File: config.mk
export PLATFORM = sky130hd
export DESIGN_NAME = tcs_tx_pcs
export DESIGN_NICKNAME = d
export VERILOG_FILES = /design/src/hdl/tcs_pkg.sv /design/src/hdl/tcs_tx_pcs.sv /design/src/hdl/tcs_bit_proc.sv /design/src/hdl/tcs_serializer.sv
export SDC_FILE = /design/constraint.sdc
export NUM_CORES = 1
export LEC_CHECK = 0
export BUFFER_PORTS_ARGS = -buffer_cell sky130_fd_sc_hd__buf_2
export CORE_ASPECT_RATIO = 2
export CORE_MARGIN = 2
export CORE_UTILIZATION = 59
export DETAILED_ROUTE_END_ITERATION = 16
export GPL_ROUTABILITY_DRIVEN = 0
export PLACE_DENSITY = 0.82
export SKIP_LAST_GASP = 1
export SLEW_MARGIN = 5
export SYNTH_ARGS = -nofsm -noshare
export SYNTH_HDL_FRONTEND = slang
export SYNTH_SLANG_ARGS = --single-unit
File: constraint.sdc
create_clock -name core_clk -period 9.9 [get_ports core_clk]
set_input_delay 1.98 -clock core_clk [delete_from_list [all_inputs] [get_ports core_clk]]
set_output_delay 1.98 -clock core_clk [all_outputs]
set_load 0.02 [all_outputs]
File: src/hdl/tcs_pkg.sv
// Purpose: shared constants, carriers and helpers of the transmit coding datapath
// Assumes: 32-bit register bus, byte addresses, one word per register
// Notes: code group bit 0 is the first bit on the line
package tcs_pkg;
  // ==========================================================================
  // widths and counts
  localparam int TCS_LANE_W = 10;
  localparam int TCS_LANES = 2;
  localparam logic [1:0] TCS_SYNC_CNT = 2'h3;
  localparam logic [3:0] TCS_SLIP_MAX10 = 4'h9;
  localparam logic [3:0] TCS_SLIP_MAX8 = 4'h7;
  localparam logic [2:0] TCS_HALF10 = 3'h4;
  localparam logic [2:0] TCS_HALF8 = 3'h3;
  // ==========================================================================
  // register map
  localparam logic [3:0] TCS_OFF_CTRL = 4'h0;
  localparam logic [3:0] TCS_OFF_STAT = 4'h4;
  localparam int TCS_B_DRESET = 0;
  localparam int TCS_B_BYTESER = 1;
  localparam int TCS_B_ENC = 2;
  localparam int TCS_B_W8 = 3;
  localparam int TCS_B_INV = 4;
  localparam int TCS_B_REV = 5;
  localparam int TCS_B_FLIP = 6;
  localparam int TCS_B_SLIP = 8;
  localparam logic [31:0] TCS_CTRL_RST = 32'h0000_0004;
  // ==========================================================================
  // code constants
  localparam logic [9:0] TCS_K285_NEG = 10'h17c;
  localparam logic [9:0] TCS_K285_POS = 10'h283;
  localparam logic [7:0] TCS_K285_BYTE = 8'hbc;
  localparam logic [4:0] TCS_X_K28 = 5'h1c;
  localparam logic [5:0] TCS_6B_K28 = 6'h0f;
  localparam logic [3:0] TCS_4B_ALT7 = 4'h7;
  // abcdei, a in msb, current disparity negative
  localparam logic [5:0] TCS_6B [32] = '{
    6'h27, 6'h1d, 6'h2d, 6'h31, 6'h35, 6'h29, 6'h19, 6'h38,
    6'h39, 6'h25, 6'h15, 6'h34, 6'h0d, 6'h2c, 6'h1c, 6'h17,
    6'h1b, 6'h23, 6'h13, 6'h32, 6'h0b, 6'h2a, 6'h1a, 6'h3a,
    6'h33, 6'h26, 6'h16, 6'h36, 6'h0e, 6'h2e, 6'h1e, 6'h2b};
  // fghj, f in msb, current disparity negative
  localparam logic [3:0] TCS_4B [8] = '{
    4'hb, 4'h9, 4'h5, 4'hc, 4'hd, 4'ha, 4'h6, 4'he};
  // ==========================================================================
  // carriers
  typedef struct packed {
    logic ctrl;
    logic fdisp;
    logic dval;
    logic [9:0] data;
  } tcs_lane_t;
  typedef struct packed {
    tcs_lane_t [1:0] lane;
  } tcs_word_t;
  typedef struct packed {
    logic [3:0] slip;
    logic flip;
    logic rev;
    logic inv;
    logic w8;
    logic enc;
    logic byteser;
    logic dreset;
  } tcs_cfg_t;
  typedef struct packed {
    logic [9:0] code;
    logic rd;
  } tcs_enc_t;
  // ==========================================================================
  // reverse the low n bits of v
  function automatic logic [9:0] tcs_rev(input logic [9:0] v, input int n);
    logic [9:0] r;
    r = '0;
    for (int i = 0; i < 10; i++)
    begin
      if (i < n)
      begin
        r[i] = v[n-1-i];
      end
    end
    return r;
  endfunction : tcs_rev
endpackage : tcs_pkg

File: src/hdl/tcs_tx_pcs.sv
// Purpose: transmit coding datapath, fabric words to serial bit pairs
// Assumes: fabric logic on core_clk, Avalon-MM slave for control and status
// Notes: one code group per serializer tick; idle sends commas with encoder on, zeros with it off
`timescale 1ns/1ps
// Overview of operation
// byte serializer takes double-width word, emits two halves on consecutive words
// width halving is selectable; fabric must enable it above its clock limit
// lower half goes out first, upper half on the next word
// encoder maps byte plus control flag to ten bits with correct disparity
// control flag high gives a K group, low gives a D group
// fabric raises control flag only for valid special characters
// during digital reset fabric input is ignored and negative K28.5 repeats
// after reset release start negative disparity and send three K28.5 groups
// pipeline may carry undefined groups before the three sync commas
// forced disparity uses the given value, low positive, high negative
// unforced repeated groups alternate variants keeping disparity neutral
// polarity inversion flips every bit of the serializer word
// downstream receiver tolerates disparity errors when inversion changes
// bit reversal swaps the serializer word end to end
// bit flip reverses bits inside each input byte at the input
// bit slip delays serializer data by the programmed number of bits
// serializer sends each word least significant bit first
// serializer emits one bit per clock edge, half the line rate
// encoder follows the standard 8b/10b tables and disparity rules
// with encoder off words pass raw, still inverted, reversed and slipped
module tcs_tx_pcs
  import tcs_pkg::*;
#(
  parameter int LANE_W = TCS_LANE_W
)
(
  input wire logic core_clk,
  input wire logic rst,
  input wire logic [3:0] avs_address,
  input wire logic avs_read,
  input wire logic avs_write,
  input wire logic [31:0] avs_writedata,
  output logic [31:0] avs_readdata,
  output logic avs_waitrequest,
  input wire tcs_word_t tx_word,
  input wire logic tx_valid,
  output logic tx_ready,
  output logic ser_tick,
  output logic [1:0] ser_bits
);
  // ==========================================================================
  // elaboration check
  if (LANE_W != TCS_LANE_W)
  begin : g_bad_width
    $error("lane width must be ten");
  end

  typedef struct packed {
    logic [9:0] code;
    logic rd;
    logic [1:0] sync;
    logic phase;
    tcs_lane_t hold;
    tcs_cfg_t cfg;
    logic ack;
    logic [31:0] rdata;
    logic [15:0] cnt;
  } tcs_st_t;
  tcs_st_t st_q, st_d;

  tcs_word_t fw;
  tcs_lane_t lane;
  logic have_in;
  logic req;
  logic [9:0] ser_word;

  // ==========================================================================
  // input bit flip per byte
  genvar gi;
  for (gi = 0; gi < TCS_LANES; gi++)
  begin : g_flip
    logic [9:0] fr;
    assign fr = tcs_rev({2'h0, tx_word.lane[gi].data[7:0]}, 8);
    assign fw.lane[gi] = st_q.cfg.flip ? {tx_word.lane[gi][12:8], fr[7:0]}
      : tx_word.lane[gi];
  end

  // ==========================================================================
  // 8b/10b encoder
  function automatic tcs_enc_t encode(input logic [7:0] d, input logic k, input logic rd);
    tcs_enc_t r;
    logic [4:0] x;
    logic [2:0] y;
    logic [5:0] six;
    logic [3:0] four;
    logic unb6;
    logic unb4;
    logic mid;
    logic alt;
    logic [9:0] r4;
    logic [9:0] r6;
    x = d[4:0];
    y = d[7:5];
    six = (k && x == TCS_X_K28) ? TCS_6B_K28 : TCS_6B[x];
    unb6 = ($countones(six) != 3);
    if (rd && (unb6 || x == 5'h07))
    begin
      six = ~six;
    end
    mid = rd ^ unb6;
    alt = (y == 3'h7) && (k || (!mid && (x == 5'h11 || x == 5'h12 || x == 5'h14))
      || (mid && (x == 5'h0b || x == 5'h0d || x == 5'h0e)));
    four = alt ? TCS_4B_ALT7 : TCS_4B[y];
    if (k && (y == 3'h1 || y == 3'h2 || y == 3'h5 || y == 3'h6))
    begin
      four = ~four;
    end
    unb4 = ($countones(four) != 2);
    if (mid && (unb4 || y == 3'h3 || k))
    begin
      four = ~four;
    end
    r4 = tcs_rev({6'h00, four}, 4);
    r6 = tcs_rev({4'h0, six}, 6);
    r.code = {r4[3:0], r6[5:0]};
    r.rd = mid ^ unb4;
    return r;
  endfunction : encode

  // ==========================================================================
  // sequencing
  assign lane = st_q.phase ? st_q.hold : fw.lane[0];
  assign have_in = st_q.phase | tx_valid;
  assign tx_ready = ser_tick & ~st_q.cfg.dreset & (st_q.sync == 2'h0) & ~st_q.phase;
  assign req = avs_read | avs_write;
  assign avs_waitrequest = req & ~st_q.ack;
  assign avs_readdata = st_q.rdata;

  always_comb
  begin
    tcs_enc_t e;
    e = '0;
    st_d = st_q;
    if (ser_tick)
    begin
      if (st_q.cfg.dreset)
      begin
        st_d.code = TCS_K285_NEG;
        st_d.rd = 1'b0;
        st_d.sync = TCS_SYNC_CNT;
        st_d.phase = 1'b0;
      end
      else if (st_q.sync != 2'h0)
      begin
        e = encode(TCS_K285_BYTE, 1'b1, st_q.rd);
        st_d.code = e.code;
        st_d.rd = e.rd;
        st_d.sync = st_q.sync - 2'h1;
      end
      else if (have_in)
      begin
        if (st_q.cfg.enc)
        begin
          e = encode(lane.data[7:0], lane.ctrl,
            lane.fdisp ? ~lane.dval : st_q.rd);
          st_d.code = e.code;
          st_d.rd = e.rd;
        end
        else
        begin
          st_d.code = st_q.cfg.w8 ? {2'h0, lane.data[7:0]} : lane.data;
        end
        if (st_q.phase)
        begin
          st_d.phase = 1'b0;
        end
        else if (st_q.cfg.byteser)
        begin
          st_d.phase = 1'b1;
          st_d.hold = fw.lane[1];
        end
        st_d.cnt = st_q.cnt + 16'h0001;
      end
      else if (st_q.cfg.enc)
      begin
        e = encode(TCS_K285_BYTE, 1'b1, st_q.rd);
        st_d.code = e.code;
        st_d.rd = e.rd;
      end
      else
      begin
        st_d.code = '0;
      end
    end
    // register bus
    st_d.ack = req & ~st_q.ack;
    if (req && !st_q.ack)
    begin
      case (avs_address)
        TCS_OFF_CTRL: st_d.rdata = {20'h0_0000, 4'(st_q.cfg >> 7), 1'b0,
          7'(st_q.cfg)};
        TCS_OFF_STAT: st_d.rdata = {st_q.cnt, 13'h0000, st_q.phase,
          (st_q.sync == 2'h0), st_q.rd};
        default: st_d.rdata = 32'h0000_0000;
      endcase
    end
    if (avs_write && st_q.ack && avs_address == TCS_OFF_CTRL)
    begin
      st_d.cfg.dreset = avs_writedata[TCS_B_DRESET];
      st_d.cfg.byteser = avs_writedata[TCS_B_BYTESER];
      st_d.cfg.enc = avs_writedata[TCS_B_ENC];
      st_d.cfg.w8 = avs_writedata[TCS_B_W8];
      st_d.cfg.inv = avs_writedata[TCS_B_INV];
      st_d.cfg.rev = avs_writedata[TCS_B_REV];
      st_d.cfg.flip = avs_writedata[TCS_B_FLIP];
      st_d.cfg.slip = avs_writedata[TCS_B_SLIP +: 4];
    end
  end

  always_ff @(posedge core_clk)
  begin
    if (rst)
    begin
      st_q <= '0;
      st_q.code <= TCS_K285_NEG;
      st_q.sync <= TCS_SYNC_CNT;
      st_q.cfg <= tcs_cfg_t'({TCS_CTRL_RST[11:8], TCS_CTRL_RST[6:0]});
    end
    else
    begin
      st_q <= st_d;
    end
  end

  // ==========================================================================
  // line side
  tcs_bit_proc u_bit_proc (
    .core_clk(core_clk),
    .rst(rst),
    .tick(ser_tick),
    .w8(st_q.cfg.w8 & ~st_q.cfg.enc),
    .inv(st_q.cfg.inv),
    .rev(st_q.cfg.rev),
    .slip(st_q.cfg.slip),
    .word_in(st_q.code),
    .word_out(ser_word)
  );

  tcs_serializer u_serializer (
    .core_clk(core_clk),
    .rst(rst),
    .w8(st_q.cfg.w8 & ~st_q.cfg.enc),
    .word(ser_word),
    .tick(ser_tick),
    .ser_bits(ser_bits)
  );
endmodule : tcs_tx_pcs

File: src/hdl/tcs_bit_proc.sv
// Purpose: slip, bit reversal and polarity inversion ahead of the serializer
// Assumes: word_in is valid at tick, prior word held for slipping
// Notes: slip above width minus one is clamped
`timescale 1ns/1ps
module tcs_bit_proc
  import tcs_pkg::*;
(
  input wire logic core_clk,
  input wire logic rst,
  input wire logic tick,
  input wire logic w8,
  input wire logic inv,
  input wire logic rev,
  input wire logic [3:0] slip,
  input wire logic [9:0] word_in,
  output logic [9:0] word_out
);
  typedef struct packed {
    logic [9:0] prev;
  } tcs_bp_st_t;
  tcs_bp_st_t st_q, st_d;
  logic [3:0] s;
  logic [19:0] cat;
  logic [19:0] sh;
  logic [9:0] sl;
  logic [9:0] rv;

  // ==========================================================================
  // datapath
  always_comb
  begin
    st_d = st_q;
    if (tick)
    begin
      st_d.prev = word_in;
    end
    if (w8)
    begin
      s = (slip > TCS_SLIP_MAX8) ? TCS_SLIP_MAX8 : slip;
      cat = {4'h0, word_in[7:0], st_q.prev[7:0]};
      sh = cat >> (5'd8 - {1'b0, s});
      sl = {2'h0, sh[7:0]};
      rv = rev ? tcs_rev(sl, 8) : sl;
      word_out = inv ? {2'h0, ~rv[7:0]} : rv;
    end
    else
    begin
      s = (slip > TCS_SLIP_MAX10) ? TCS_SLIP_MAX10 : slip;
      cat = {word_in, st_q.prev};
      sh = cat >> (5'd10 - {1'b0, s});
      sl = sh[9:0];
      rv = rev ? tcs_rev(sl, 10) : sl;
      word_out = inv ? ~rv : rv;
    end
  end

  always_ff @(posedge core_clk)
  begin
    if (rst)
    begin
      st_q <= '0;
    end
    else
    begin
      st_q <= st_d;
    end
  end
endmodule : tcs_bit_proc

File: src/hdl/tcs_serializer.sv
// Purpose: parallel to serial, two bits per clock, first bit in bit 0
// Assumes: one clock edge pair per two line bits
// Notes: tick marks the cycle in which a new word is loaded
`timescale 1ns/1ps
module tcs_serializer
  import tcs_pkg::*;
(
  input wire logic core_clk,
  input wire logic rst,
  input wire logic w8,
  input wire logic [9:0] word,
  output logic tick,
  output logic [1:0] ser_bits
);
  typedef struct packed {
    logic [9:0] sr;
    logic [2:0] cnt;
    logic [1:0] bits;
  } tcs_ser_st_t;
  tcs_ser_st_t st_q, st_d;

  // ==========================================================================
  // shift two bits per clock, lsb first
  assign tick = (st_q.cnt == 3'h0);
  assign ser_bits = st_q.bits;

  always_comb
  begin
    st_d = st_q;
    if (tick)
    begin
      st_d.bits = word[1:0];
      st_d.sr = {2'h0, word[9:2]};
      st_d.cnt = w8 ? TCS_HALF8 : TCS_HALF10;
    end
    else
    begin
      st_d.bits = st_q.sr[1:0];
      st_d.sr = {2'h0, st_q.sr[9:2]};
      st_d.cnt = st_q.cnt - 3'h1;
    end
  end

  always_ff @(posedge core_clk)
  begin
    if (rst)
    begin
      st_q <= '0;
    end
    else
    begin
      st_q <= st_d;
    end
  end
endmodule : tcs_serializer

* Word-level counts from Yosys, hierarchy flattened
Memories as Yosys holds them, arrays and structs flattened.
Cells that the tools add are included.
** Word-level totals
- ROM bits :: 224
- Input bits :: 67
- Output and inout bits :: 37
- Word-level logic and storage cells :: 204
- Bits in registers :: 112
- Memories kept :: 2
** Operators by class
- Equality and inequality tests :: 20
- $lt $le $gt $ge :: 4
- Bitwise logic cells :: 27
- Multiplexer cells :: 71
- Shifts and indexed selects :: 2
- Reduce and logical (&&, ||, !) cells :: 36
- Add/subtract/negate cells :: 19
** Memory list
- (name not given) :: depth 32, width 6, read ports 1, clocked after memory_dff 0, wr ports 0, RTL line tcs_tx_pcs.sv:99 : six = (k && x == TCS_X_K28) ? TCS_6B_K28 : TCS_6B[x];
- (name not given) :: depth 8, width 4, read ports 1, clocked after memory_dff 0, wr ports 0, RTL line tcs_tx_pcs.sv:108 : four = alt ? TCS_4B_ALT7 : TCS_4B[y];
** Operators by type and width (count)
- 4-bit 2-to-1 mux :: 22
- 10-bit 2-to-1 mux :: 7
- 32-bit case mux with 2 select lines :: 1
- 14-bit 2-to-1 mux :: 4
- 13-bit 2-to-1 mux :: 3
- 6-bit 2-to-1 mux :: 5
- 8-bit 2-to-1 mux :: 3
- 1-bit 2-to-1 mux :: 22
- 11-bit 2-to-1 mux :: 2
- 5-bit equality test, second input constant :: 4
- 20-bit by 5-bit right shift with 10-bit output :: 1
- 1-bit by 1-bit adder with 2-bit output :: 9
- 16-bit by 1-bit adder with 16-bit output, second input constant :: 1
- 4-bit inverter :: 4
- 16-bit by 5-bit right shift with 8-bit output :: 1
- 5-bit by 4-bit equality test with 1-bit output, second input constant :: 3
- 2-bit by 2-bit adder with 3-bit output :: 4
- 1-bit logical OR :: 12
- 1-bit logical AND :: 10
- 10-bit inverter :: 1
- 4-bit by 4-bit subtractor with 5-bit output, first input constant :: 2
- 3-bit equality test, second input constant :: 3
- 3-bit by 2-bit inequality test with 1-bit output, second input constant :: 3
- 8-bit inverter :: 1
- 32 further kinds :: 51

* Logic depth before layout (Yosys ltp)
Gate-level depths: netlist (run 1).
- Word-level depth :: 36
- Gate-level depth with buffers :: 30
- Gate-level depth less buffers :: 27

* Cells and area by module
A second synthesis (run 1) with hierarchy kept.
** Second synthesis, totals
- Cell total of the unflattened synthesis :: 973
- Area total of the unflattened synthesis :: 7912.6 um^2
** Modules (own cells, without submodules)
- tcs_tx_pcs :: instances 1, area an instance 4655.7 um^2, sequential area each 1641.6 um^2, cells each 561
- tcs_bit_proc :: instances 1, area an instance 2705.1 um^2, sequential area each 200.2 um^2, cells each 356
- tcs_serializer :: instances 1, area an instance 551.8 um^2, sequential area each 260.2 um^2, cells each 56

* Worst setup path after synthesis (run 1)
Ideal clock, no wire load.
- Path kind :: input-to-reg
- From :: input tx_word[7] (netlist name)
- To :: register st_q[83] (netlist name)
- Cell stages on the path :: 25
- Library setup time :: 132 ps
- Arrival time :: 8503 ps
- Setup slack :: 1265 ps
- Required time :: 9768 ps
- Path buffers :: 0
- Path through :: mux2i_1 o21ai_0 inv_1 ha_1 a21boi_0 o22a_1 a311oi_1 fa_1 fa_1 inv_1 ha_1 inv_1 fa_1 nand3b_1 xor2_1 mux2_4 o31ai_4 fa_1 ha_1 ha_1 nor3b_1 a31oi_1 xnor2_1 a21oi_1 or3b_2
** On the way
- Word-level cells in the longest chain between the ends :: 36
- Elaborated cells on any way between the ends :: 67
- Those cells by class :: add/sub (8); eq/ne (15); mux (19); bitwise (5); reduce/logical (18); memory (2)
** Ends and longest elaborated chain
- start, declared :: RTL line tcs_tx_pcs.sv:40 : input wire tcs_word_t tx_word,
- 8-bit 2-to-1 mux * :: RTL line tcs_tx_pcs.sv:79 : assign fw.lane[gi] = st_q.cfg.flip ? {tx_word.lane[gi][12:8], fr[7:0]}
- 13-bit 2-to-1 mux * :: RTL line tcs_tx_pcs.sv:127 : assign lane = st_q.phase ? st_q.hold : fw.lane[0];
- 5-bit inverter with 6-bit output (implied by the code) :: RTL line tcs_tx_pcs.sv:99
- memory 32 x 6 bit
- 6-bit 2-to-1 mux (implied by the code) (2 in series) :: RTL line tcs_tx_pcs.sv:99
- 6-bit 2-to-1 mux :: RTL line tcs_tx_pcs.sv:99
- 1-bit by 1-bit adder with 2-bit output (implied by the code) :: RTL line tcs_tx_pcs.sv:100 : unb6 = ($countones(six) != 3);
- 2-bit by 2-bit adder with 3-bit output (implied by the code) :: RTL line tcs_tx_pcs.sv:100
- (+18 left out)
- 3-bit by 2-bit inequality test with 1-bit output :: RTL line tcs_tx_pcs.sv:113 : unb4 = ($countones(four) != 2);
- 1-bit logical OR (2 in series) :: RTL line tcs_tx_pcs.sv:114 : if (mid && (unb4 || y == 3'h3 || k))
- 1-bit logical AND :: RTL line tcs_tx_pcs.sv:114
- 4-bit 2-to-1 mux * :: RTL line tcs_tx_pcs.sv:114
- 10-bit 2-to-1 mux * :: RTL line tcs_tx_pcs.sv:157 : if (st_q.cfg.enc)
- 11-bit 2-to-1 mux * :: RTL line tcs_tx_pcs.sv:155 : else if (have_in)
- 11-bit 2-to-1 mux * :: RTL line tcs_tx_pcs.sv:148 : else if (st_q.sync != 2'h0)
- 14-bit 2-to-1 mux * :: RTL line tcs_tx_pcs.sv:141 : if (st_q.cfg.dreset)
- end signal, assigned :: RTL line tcs_tx_pcs.sv:226 : st_q <= st_d;
- end, declared :: RTL line tcs_tx_pcs.sv:64 : tcs_st_t st_q, st_d;
Every way passes the cells marked *; elsewhere a longest branch is shown, timed or not. The select of a mux whose other input is x is not followed.
A chain may end at the register's enable or synchronous reset.

* Worst setup path after layout (run 1)
- From :: input tx_word[6] (netlist name)
- To :: register st_q[83] (netlist name)
** On the way
- Word-level cells in the longest chain between the ends :: 36
- Elaborated cells on any way between the ends :: 68
- Those cells by class :: add/sub (8); eq/ne (15); mux (20); bitwise (5); reduce/logical (18); memory (2)
** Ends and longest elaborated chain (RTL line)
- 8-bit 2-to-1 mux * :: tcs_tx_pcs.sv:79
- 13-bit 2-to-1 mux * :: tcs_tx_pcs.sv:127
- 5-bit inverter with 6-bit output (implied by the code) :: tcs_tx_pcs.sv:99
- memory 32 x 6 bit
- 6-bit 2-to-1 mux (implied by the code) (2 in series) :: tcs_tx_pcs.sv:99
- 6-bit 2-to-1 mux :: tcs_tx_pcs.sv:99
- 1-bit by 1-bit adder with 2-bit output (implied by the code) :: tcs_tx_pcs.sv:100
- 2-bit by 2-bit adder with 3-bit output (implied by the code) :: tcs_tx_pcs.sv:100
- (+18 left out)
- 3-bit by 2-bit inequality test with 1-bit output :: tcs_tx_pcs.sv:113
- 1-bit logical OR (2 in series) :: tcs_tx_pcs.sv:114
- 1-bit logical AND :: tcs_tx_pcs.sv:114
- 4-bit 2-to-1 mux :: tcs_tx_pcs.sv:114
- 10-bit 2-to-1 mux * :: tcs_tx_pcs.sv:157
- 11-bit 2-to-1 mux * :: tcs_tx_pcs.sv:155
- 11-bit 2-to-1 mux * :: tcs_tx_pcs.sv:148
- 14-bit 2-to-1 mux * :: tcs_tx_pcs.sv:141
Marked as above.

==> results of run 1 <==
where the power goes:
| group | leakage (nW) | internal (mW) | total (mW) | switching (mW) |
|---|---|---|---|---|
| clock network | 0.152 | 0.183 | 0.372 | 0.189 |
| logic | 1.88 | 0.239 | 0.533 | 0.294 |
| registers | 0.853 | 0.480 | 0.569 | 0.0886 |
area by class of cell:
cell class | instances | area (um2) | area share [%]
Multi-Input combinational cell | 657 | 4622 | 59.48
Sequential cell | 105 | 2102 | 27.05
Timing Repair Buffer | 89 | 478.0 | 6.151
Clock buffer | 9 | 225.2 | 2.899
Tap cell | 147 | 183.9 | 2.367
Clock inverter | 7 | 91.34 | 1.176
Inverter | 18 | 67.56 | 0.8696
state kept, by name (all words and copies together) (netlist names):
register               flops
u_serializer.ser_bits      2
u_serializer.st_q         11
avs_readdata              27
st_q                      55
u_bit_proc.st_q           10
through the flow:
stage                     setup WS, ns  power, mW  std cells
after floorplan                  1.265     0.9696        883
after global placement          0.9263      1.079       1016
after detailed placement        0.8191      1.096       1016
after CTS                        1.159      1.470       1032
after global routing            0.7296      1.567       1032
final                            1.165      1.474       1032
worst max-delay path by stage:
stage | slack (ns) | start | depth (start not counted) | end
final | 1.17 | tx_word[6] | 26 | st_q[83]$_SDFFE_PP1P_
after global routing | 0.73 | tx_word[6] | 26 | st_q[83]$_SDFFE_PP1P_
after CTS | 1.16 | tx_word[6] | 26 | st_q[83]$_SDFFE_PP1P_
after detailed placement | 0.82 | tx_word[6] | 26 | st_q[83]$_SDFFE_PP1P_
after global placement | 0.93 | tx_word[6] | 26 | st_q[83]$_SDFFE_PP1P_
after floorplan | 1.26 | tx_word[7] | 25 | st_q[83]$_SDFFE_PP1P_
logic make-up after synthesis:
kind of cell / share of synthesized area (%)
compound gates: 21.05
xor+xnor: 4.671
fa+ha+maj: 4.141
buf+inv: 8.299
flops: 28.75
mux: 15.11
other cells: 0.05129
simple gates: 17.93
cells in the final DEF (no fill, tap or decap), types with 5 or more instances in the layout:
cell type | netlist | final
clkbuf_16 | 0 | 9
o21ai_0 | 38 | 38
xor2_1 | 14 | 14
xnor2_1 | 25 | 25
nor3b_1 | 5 | 5
nand3_1 | 20 | 20
nand2b_1 | 13 | 13
a21oi_1 | 55 | 55
o21a_1 | 9 | 9
a31oi_1 | 9 | 9
conb_1 | 1 | 5
buf_2 | 8 | 76
o22ai_1 | 9 | 9
nor2b_1 | 7 | 7
a22oi_1 | 36 | 36
nand2_1 | 87 | 87
and2_1 | 6 | 6
nor4_1 | 7 | 7
ha_1 | 17 | 17
and3_1 | 7 | 7
nor2_1 | 96 | 96
dfxtp_1 | 105 | 105
a311oi_1 | 7 | 7
mux4_2 | 26 | 26
buf_4 | 36 | 13
nor3_1 | 16 | 16
mux2_2 | 10 | 10
inv_1 | 14 | 14
nand4_1 | 5 | 5
a211oi_1 | 19 | 19
mux2i_1 | 35 | 35
or3_1 | 7 | 7
o211ai_1 | 8 | 8
worst reg2reg max path, cell delays in order, from the launching register on:
cell	delay (ns)
dfxtp_1	0.40
buf_4	0.31
mux2i_1	0.13
o21a_1	0.26
inv_1	0.20
ha_1	0.41
a21oi_1	0.11
o22a_1	0.21
a311oi_1	0.40
fa_1	0.54
fa_1	0.55
inv_1	0.04
ha_1	0.18
inv_1	0.06
fa_1	0.40
nand3b_1	0.20
xor2_1	0.33
mux2_4	0.36
o31ai_4	0.29
fa_1	0.46
ha_1	0.22
ha_1	0.27
nor3b_1	0.16
a31oi_1	0.47
xnor2_1	0.18
a21oi_1	0.09
or3b_2	0.46
layer usage:
| metal | routed length (um) | up-vias | GRT usage, % |
|---|---|---|---|
| li1 | - | 3152 | - |
| met1 | 6303 | 3132 | 30.18 |
| met2 | 9859 | 262 | 51.10 |
| met3 | 807 | 101 | 5.419 |
| met4 | 1242 | 0 | 17.96 |
| met5 | 0 | - | 0 |
==> implementation parameters, run 1 <==
Parameter                              Value

Global routing
  Total routing usage reported by global routing    28.95%
  Initial antenna violation count    0
  Maximum number of pins on one net before global-route repair    90
  Vias in the first global route    6448
  Wire length of the first global-routing pass    30350 um
  Global-route congestion overflow total    0

Critical path
  WS Path Type    in2reg
  Critical path arrival    8.97 ns
  Req. time, crit path    10.13 ns
  Type of origin of the critical path    input port
  Number of buffer and inverter instances along the worst setup path    4
  Cells on worst reg2reg path    26
  Reg2reg end    st_q[83]$_SDFFE_PP1P_
  Cell family with most CP delay    adder cells
  Endpoint type of the worst setup path    flip-flop
  Launch instance of the worst register-to-register path    st_q[55]$_SDFFE_PP0P_
  Reg-to-reg setup timing slack    2.10 ns
  Biggest cell delay along the critical path    0.55 ns
  Cell with the largest stage delay on the worst path    fa_1
  Maximum fanout along the worst path    9

Clock network
  Clock transition at the registers of the reported paths    0.08 ns
  Clk Tree Root Cell    clkbuf_16
  Clock latency of the later-clocked register in the worst-skew pair    0.36 ns
  Cells resized by post-CTS repair    0
  Clock tree from TritonCTS    built
  CTS Buffer Depth    2
  Clock Sink Count    105
  Cts bufs inserted    9
  Setup fix buffers added after clock tree synthesis    0
  H-tree depth    3
  Hold-fix buffer count after cts    0

Logic synthesis
  Flip-flop and latch count after synthesis    105
  Yosys synthesis warning count    0
  Count of unique library cells instantiated by Yosys    68
  Top flip-flop cell by instance count after synthesis    dfxtp_1
  Mapped cell area    7312 um2
  Leading cell type by number of instances after synthesis    dfxtp_1
  Leading post-synthesis cells by instance count    105 x dfxtp_1, 96 x nor2_1, 87 x nand2_1, 55 x a21oi_1, 50 x clkbuf_1
  Area contributors post-synth    dfxtp_1 29%, mux4_2 8.0%, nor2_1 4.9%, mux2i_1 4.8%, nand2_1 4.5%
  Portion of synthesized cell area occupied by the leading cell type    28.75%
  Mapped Avg Cell Area    8.319 um2
  Post-synth top area cell    dfxtp_1
  Share of synthesized registers carrying an async set or reset    0%
  Post-synthesis cell count    879
  EDFF count, synth    0
  Sequential fraction of the synthesis area    28.75%

Worst hold path
  Type of the most critical hold path    reg2reg
  Hold Path Depth    2
  Sink of the worst hold path    st_q[68]$_SDFFE_PP0P_
  Start point of the worst min-delay path    st_q[68]$_SDFFE_PP0P_

Route
  Number of detailed-route iterations in the first pass    5
  Via Count    6647
  Detailed-route vias per instance    6.441
  Remaining antenna violation count    0
  Drt initial violations    525
  Routed WL    18210 um
  DRC viols    0
  Average wire length per cell after detail routing    17.65 um

Finish
  Core Util, Final    64.09%
  Finished Cell Area    7770 um2
  Layout overhead on the synthesized area    6.263%
  Number of nets at the end of the flow    968
  Layout cell share with drive strength beyond 1    17.06%
  Antenna diodes    0
  Fill cells    1057

STA
  Pins Over Slew Limit    0
  Final setup fails    0
  Unrepaired setup endpoints after global routing    no
  Worst slew slack as a fraction of its limit    36.34%
  Hold Fails Final Rpt    0
  Measured slew at the worst slew-check pin    0.9491 ns
  Final period utilization    88.23%
  Highest clock frequency the design can meet    114.5 MHz
  Time the final worst path needs with I/O delays and setup    8.735 ns
  Worst Skew    0.008349 ns
  Hold Slack    0.4587 ns
  Total Negative Setup Slacks    0 ns

Floorplanning
  Height of the chip    161.4 um
  Full die area    13350 um2
  Number of top-level pins    104
  Placeable core region    12120 um2
  Die X-Extent    82.72 um
  Rows    57
  Effective utilization at floorplan    60.31%

Flow run
  Number of max-cap violations    0

Outcome
  Outcome    finished clean

Power and ir drop
  Maximum VDD drop    0.1435 mV
  Leakage    2.886 nW
  P per Cell Area    189.7 nW/um2

Placement
  DP Area    7453 um2
  Buffers added on ports    77
  DP HPWL    13260 um
No activity file was read; power rests on OpenSTA's default activity.
==> run 2: changes to the inputs <==
- clock period: 9.9 -> 8.1 ns (I/O delays scaled with it)
==> implementation parameters, run 2 (synthesized netlist as in run 1, its figures left out) <==
Parameter                              Value

Outcome
  Outcome    finished clean

Finish
  Area of the multi-input gates    4636 um2
  Number of nets at the end of the flow    991
  Fill cells    1039
  Register area    2102 um2
  Antenna diodes    0
  Commonest cells after routing, fill and taps aside    105 x dfxtp_1, 96 x nor2_1, 87 x nand2_1, 76 x buf_2, 55 x a21oi_1
  Layout overhead on the synthesized area    8.812%
  Core Util, Final    65.62%
  Register containing the most flip-flops in the final layout    st_q
  Layout cell share with drive strength beyond 1    19.49%
  Largest register FFs    55
  Most frequent standard cell in the layout excluding fill and tap cells    dfxtp_1

Global routing
  Global-route congestion overflow total    0
  Total routing usage reported by global routing    29.75%
  Initial antenna violation count    0
  Wire length of the first global-routing pass    30970 um
  Vias in the first global route    6611
  Maximum number of pins on one net before global-route repair    89

STA
  Pins Over Slew Limit    0
  Highest clock frequency the design can meet    129.2 MHz
  Worst slew slack as a fraction of its limit    19.90%
  Unrepaired setup endpoints after global routing    no
  Measured slew at the worst slew-check pin    1.197 ns
  Final setup fails    0
  Hold Fails Final Rpt    0
  Time the final worst path needs with I/O delays and setup    7.740 ns
  Hold Slack    0.4602 ns
  Worst Skew    0.008008 ns
  Final period utilization    95.56%

Floorplanning
  Die X-Extent    82.72 um
  Rows    57
  Number of top-level pins    104
  Placeable core region    12120 um2
  Full die area    13350 um2
  Height of the chip    161.4 um
  Effective utilization at floorplan    60.31%

Route
  Number of detailed-route iterations in the first pass    6
  Average wire length per cell after detail routing    17.83 um
  Routed WL    18810 um
  Detailed-route vias per instance    6.385
  DRC viols    0
  Via Count    6736
  Drt initial violations    544
  Remaining antenna violation count    0

Critical path
  Number of buffer and inverter instances along the worst setup path    6
  Endpoint type of the worst setup path    flip-flop
  Critical path arrival    7.99 ns
  WS Path Type    in2reg
  Cell with the largest stage delay on the worst path    fa_1
  Biggest cell delay along the critical path    0.54 ns
  Cell family with most CP delay    adder cells
  Maximum fanout along the worst path    8
  Cells on worst reg2reg path    25
  Req. time, crit path    8.35 ns
  Type of origin of the critical path    input port
  Crit path depth    27

Power and ir drop
  Clock share of power    24.8%
  Cell-internal power    1.126 mW
  Total power    1.837 mW
  Combinational Power Share    37.3%
  Sw frac    38.70%
  Leakage    3.004 nW
  Sequential share of power    37.9%
  Net Sw Power    0.7108 mW
  Maximum VDD drop    0.1885 mV
  P per Cell Area    230.9 nW/um2

Worst hold path
  Type of the most critical hold path    reg2reg
  Hold Path Depth    2

Clock network
  Clock tree from TritonCTS    built
  Clk Tree Root Cell    clkbuf_16
  CTS Buffer Depth    2
  Cts bufs inserted    9
  Hold-fix buffer count after cts    0
  Clock Sink Count    105
  Clock transition at the registers of the reported paths    0.08 ns
  Setup fix buffers added after clock tree synthesis    0
  Clock latency of the later-clocked register in the worst-skew pair    0.37 ns
  H-tree depth    3

Flow run
  Number of max-cap violations    0

Placement
  Buffers added on ports    77
  DP HPWL    13800 um
-- run 2: cell types whose count changed in the layout (fill, tap and decap cells not counted), sizes merged --
cell,before,now
buf,89,112
-- run 2: worst reg2reg max path: cells and delay by family (launching register included) --
| kind | cells | cell delay (ns) |
|---|---|---|
| flip-flops | 1 | 0.86 |
| AND/OR/NAND/NOR | 3 | 0.93 |
| multiplexers | 1 | 0.34 |
| buffers and inverters | 5 | 0.69 |
| XOR/XNOR | 2 | 0.36 |
| adder cells (fa/ha/maj) | 8 | 2.85 |
| AO/OA/AOI/OAI | 6 | 1.09 |
-- run 2: metrics by stage --
stage | TNS, ns | std cells | cell area (um2) | setup WS, ns
after CTS | 0 | 1055 | 7943 | 0.2279
after detailed placement | -0.1970 | 1039 | 7626 | -0.1222
final | 0 | 1055 | 7956 | 0.3596
after floorplan | 0 | 883 | 7327 | 0.009361
after global routing | 0 | 1055 | 7956 | 0.02433
after global placement | 0 | 1039 | 7626 | 0.01832
-- run 2: what timing repair did --
action,CTS,global route
gates resized for setup,0,3
endpoints found under the setup margin,0,2
hold endpoints to repair,0,0
-- run 2: power groups by stage --
stage	logic (mW)	registers, mW	clock network, mW
after CTS	0.676	0.688	0.463
after detailed placement	0.671	0.699	0
final	0.685	0.696	0.456
after global routing	0.756	0.703	0.478
after floorplan	0.544	0.641	0
after global placement	0.648	0.694	0
-- run 2: final cells by class --
cell class              count  share of cell area [%]
clock inverters             7                   1.148
inverters                  18                  0.8492
multi-input cells         657                   58.26
flip-flops and latches    105                   26.42
well taps                 147                   2.312
clock buffers               9                   2.831
repair buffers            112                   8.177
-- run 2: path summary, 6_finish.rpt --
kind | from | to | slack, ns
setup / recovery | tx_word[7] | st_q[83]$_SDFFE_PP1P_ | 0.36
hold / removal | st_q[68]$_SDFFE_PP0P_ | st_q[68]$_SDFFE_PP0P_ | 0.46
setup reg to reg | st_q[73]$_SDFFE_PP0P_ | st_q[83]$_SDFFE_PP1P_ | 0.87
hold reg to reg | st_q[68]$_SDFFE_PP0P_ | st_q[68]$_SDFFE_PP0P_ | 0.46
-- run 2: layer usage --
metal	track usage (%)	wire length [um]	share of wire (%)
met5	0	0	0
met4	19.82	1165	6.2
met3	5.587	948	5.0
met2	54.07	10420	55
met1	28.80	6282	33
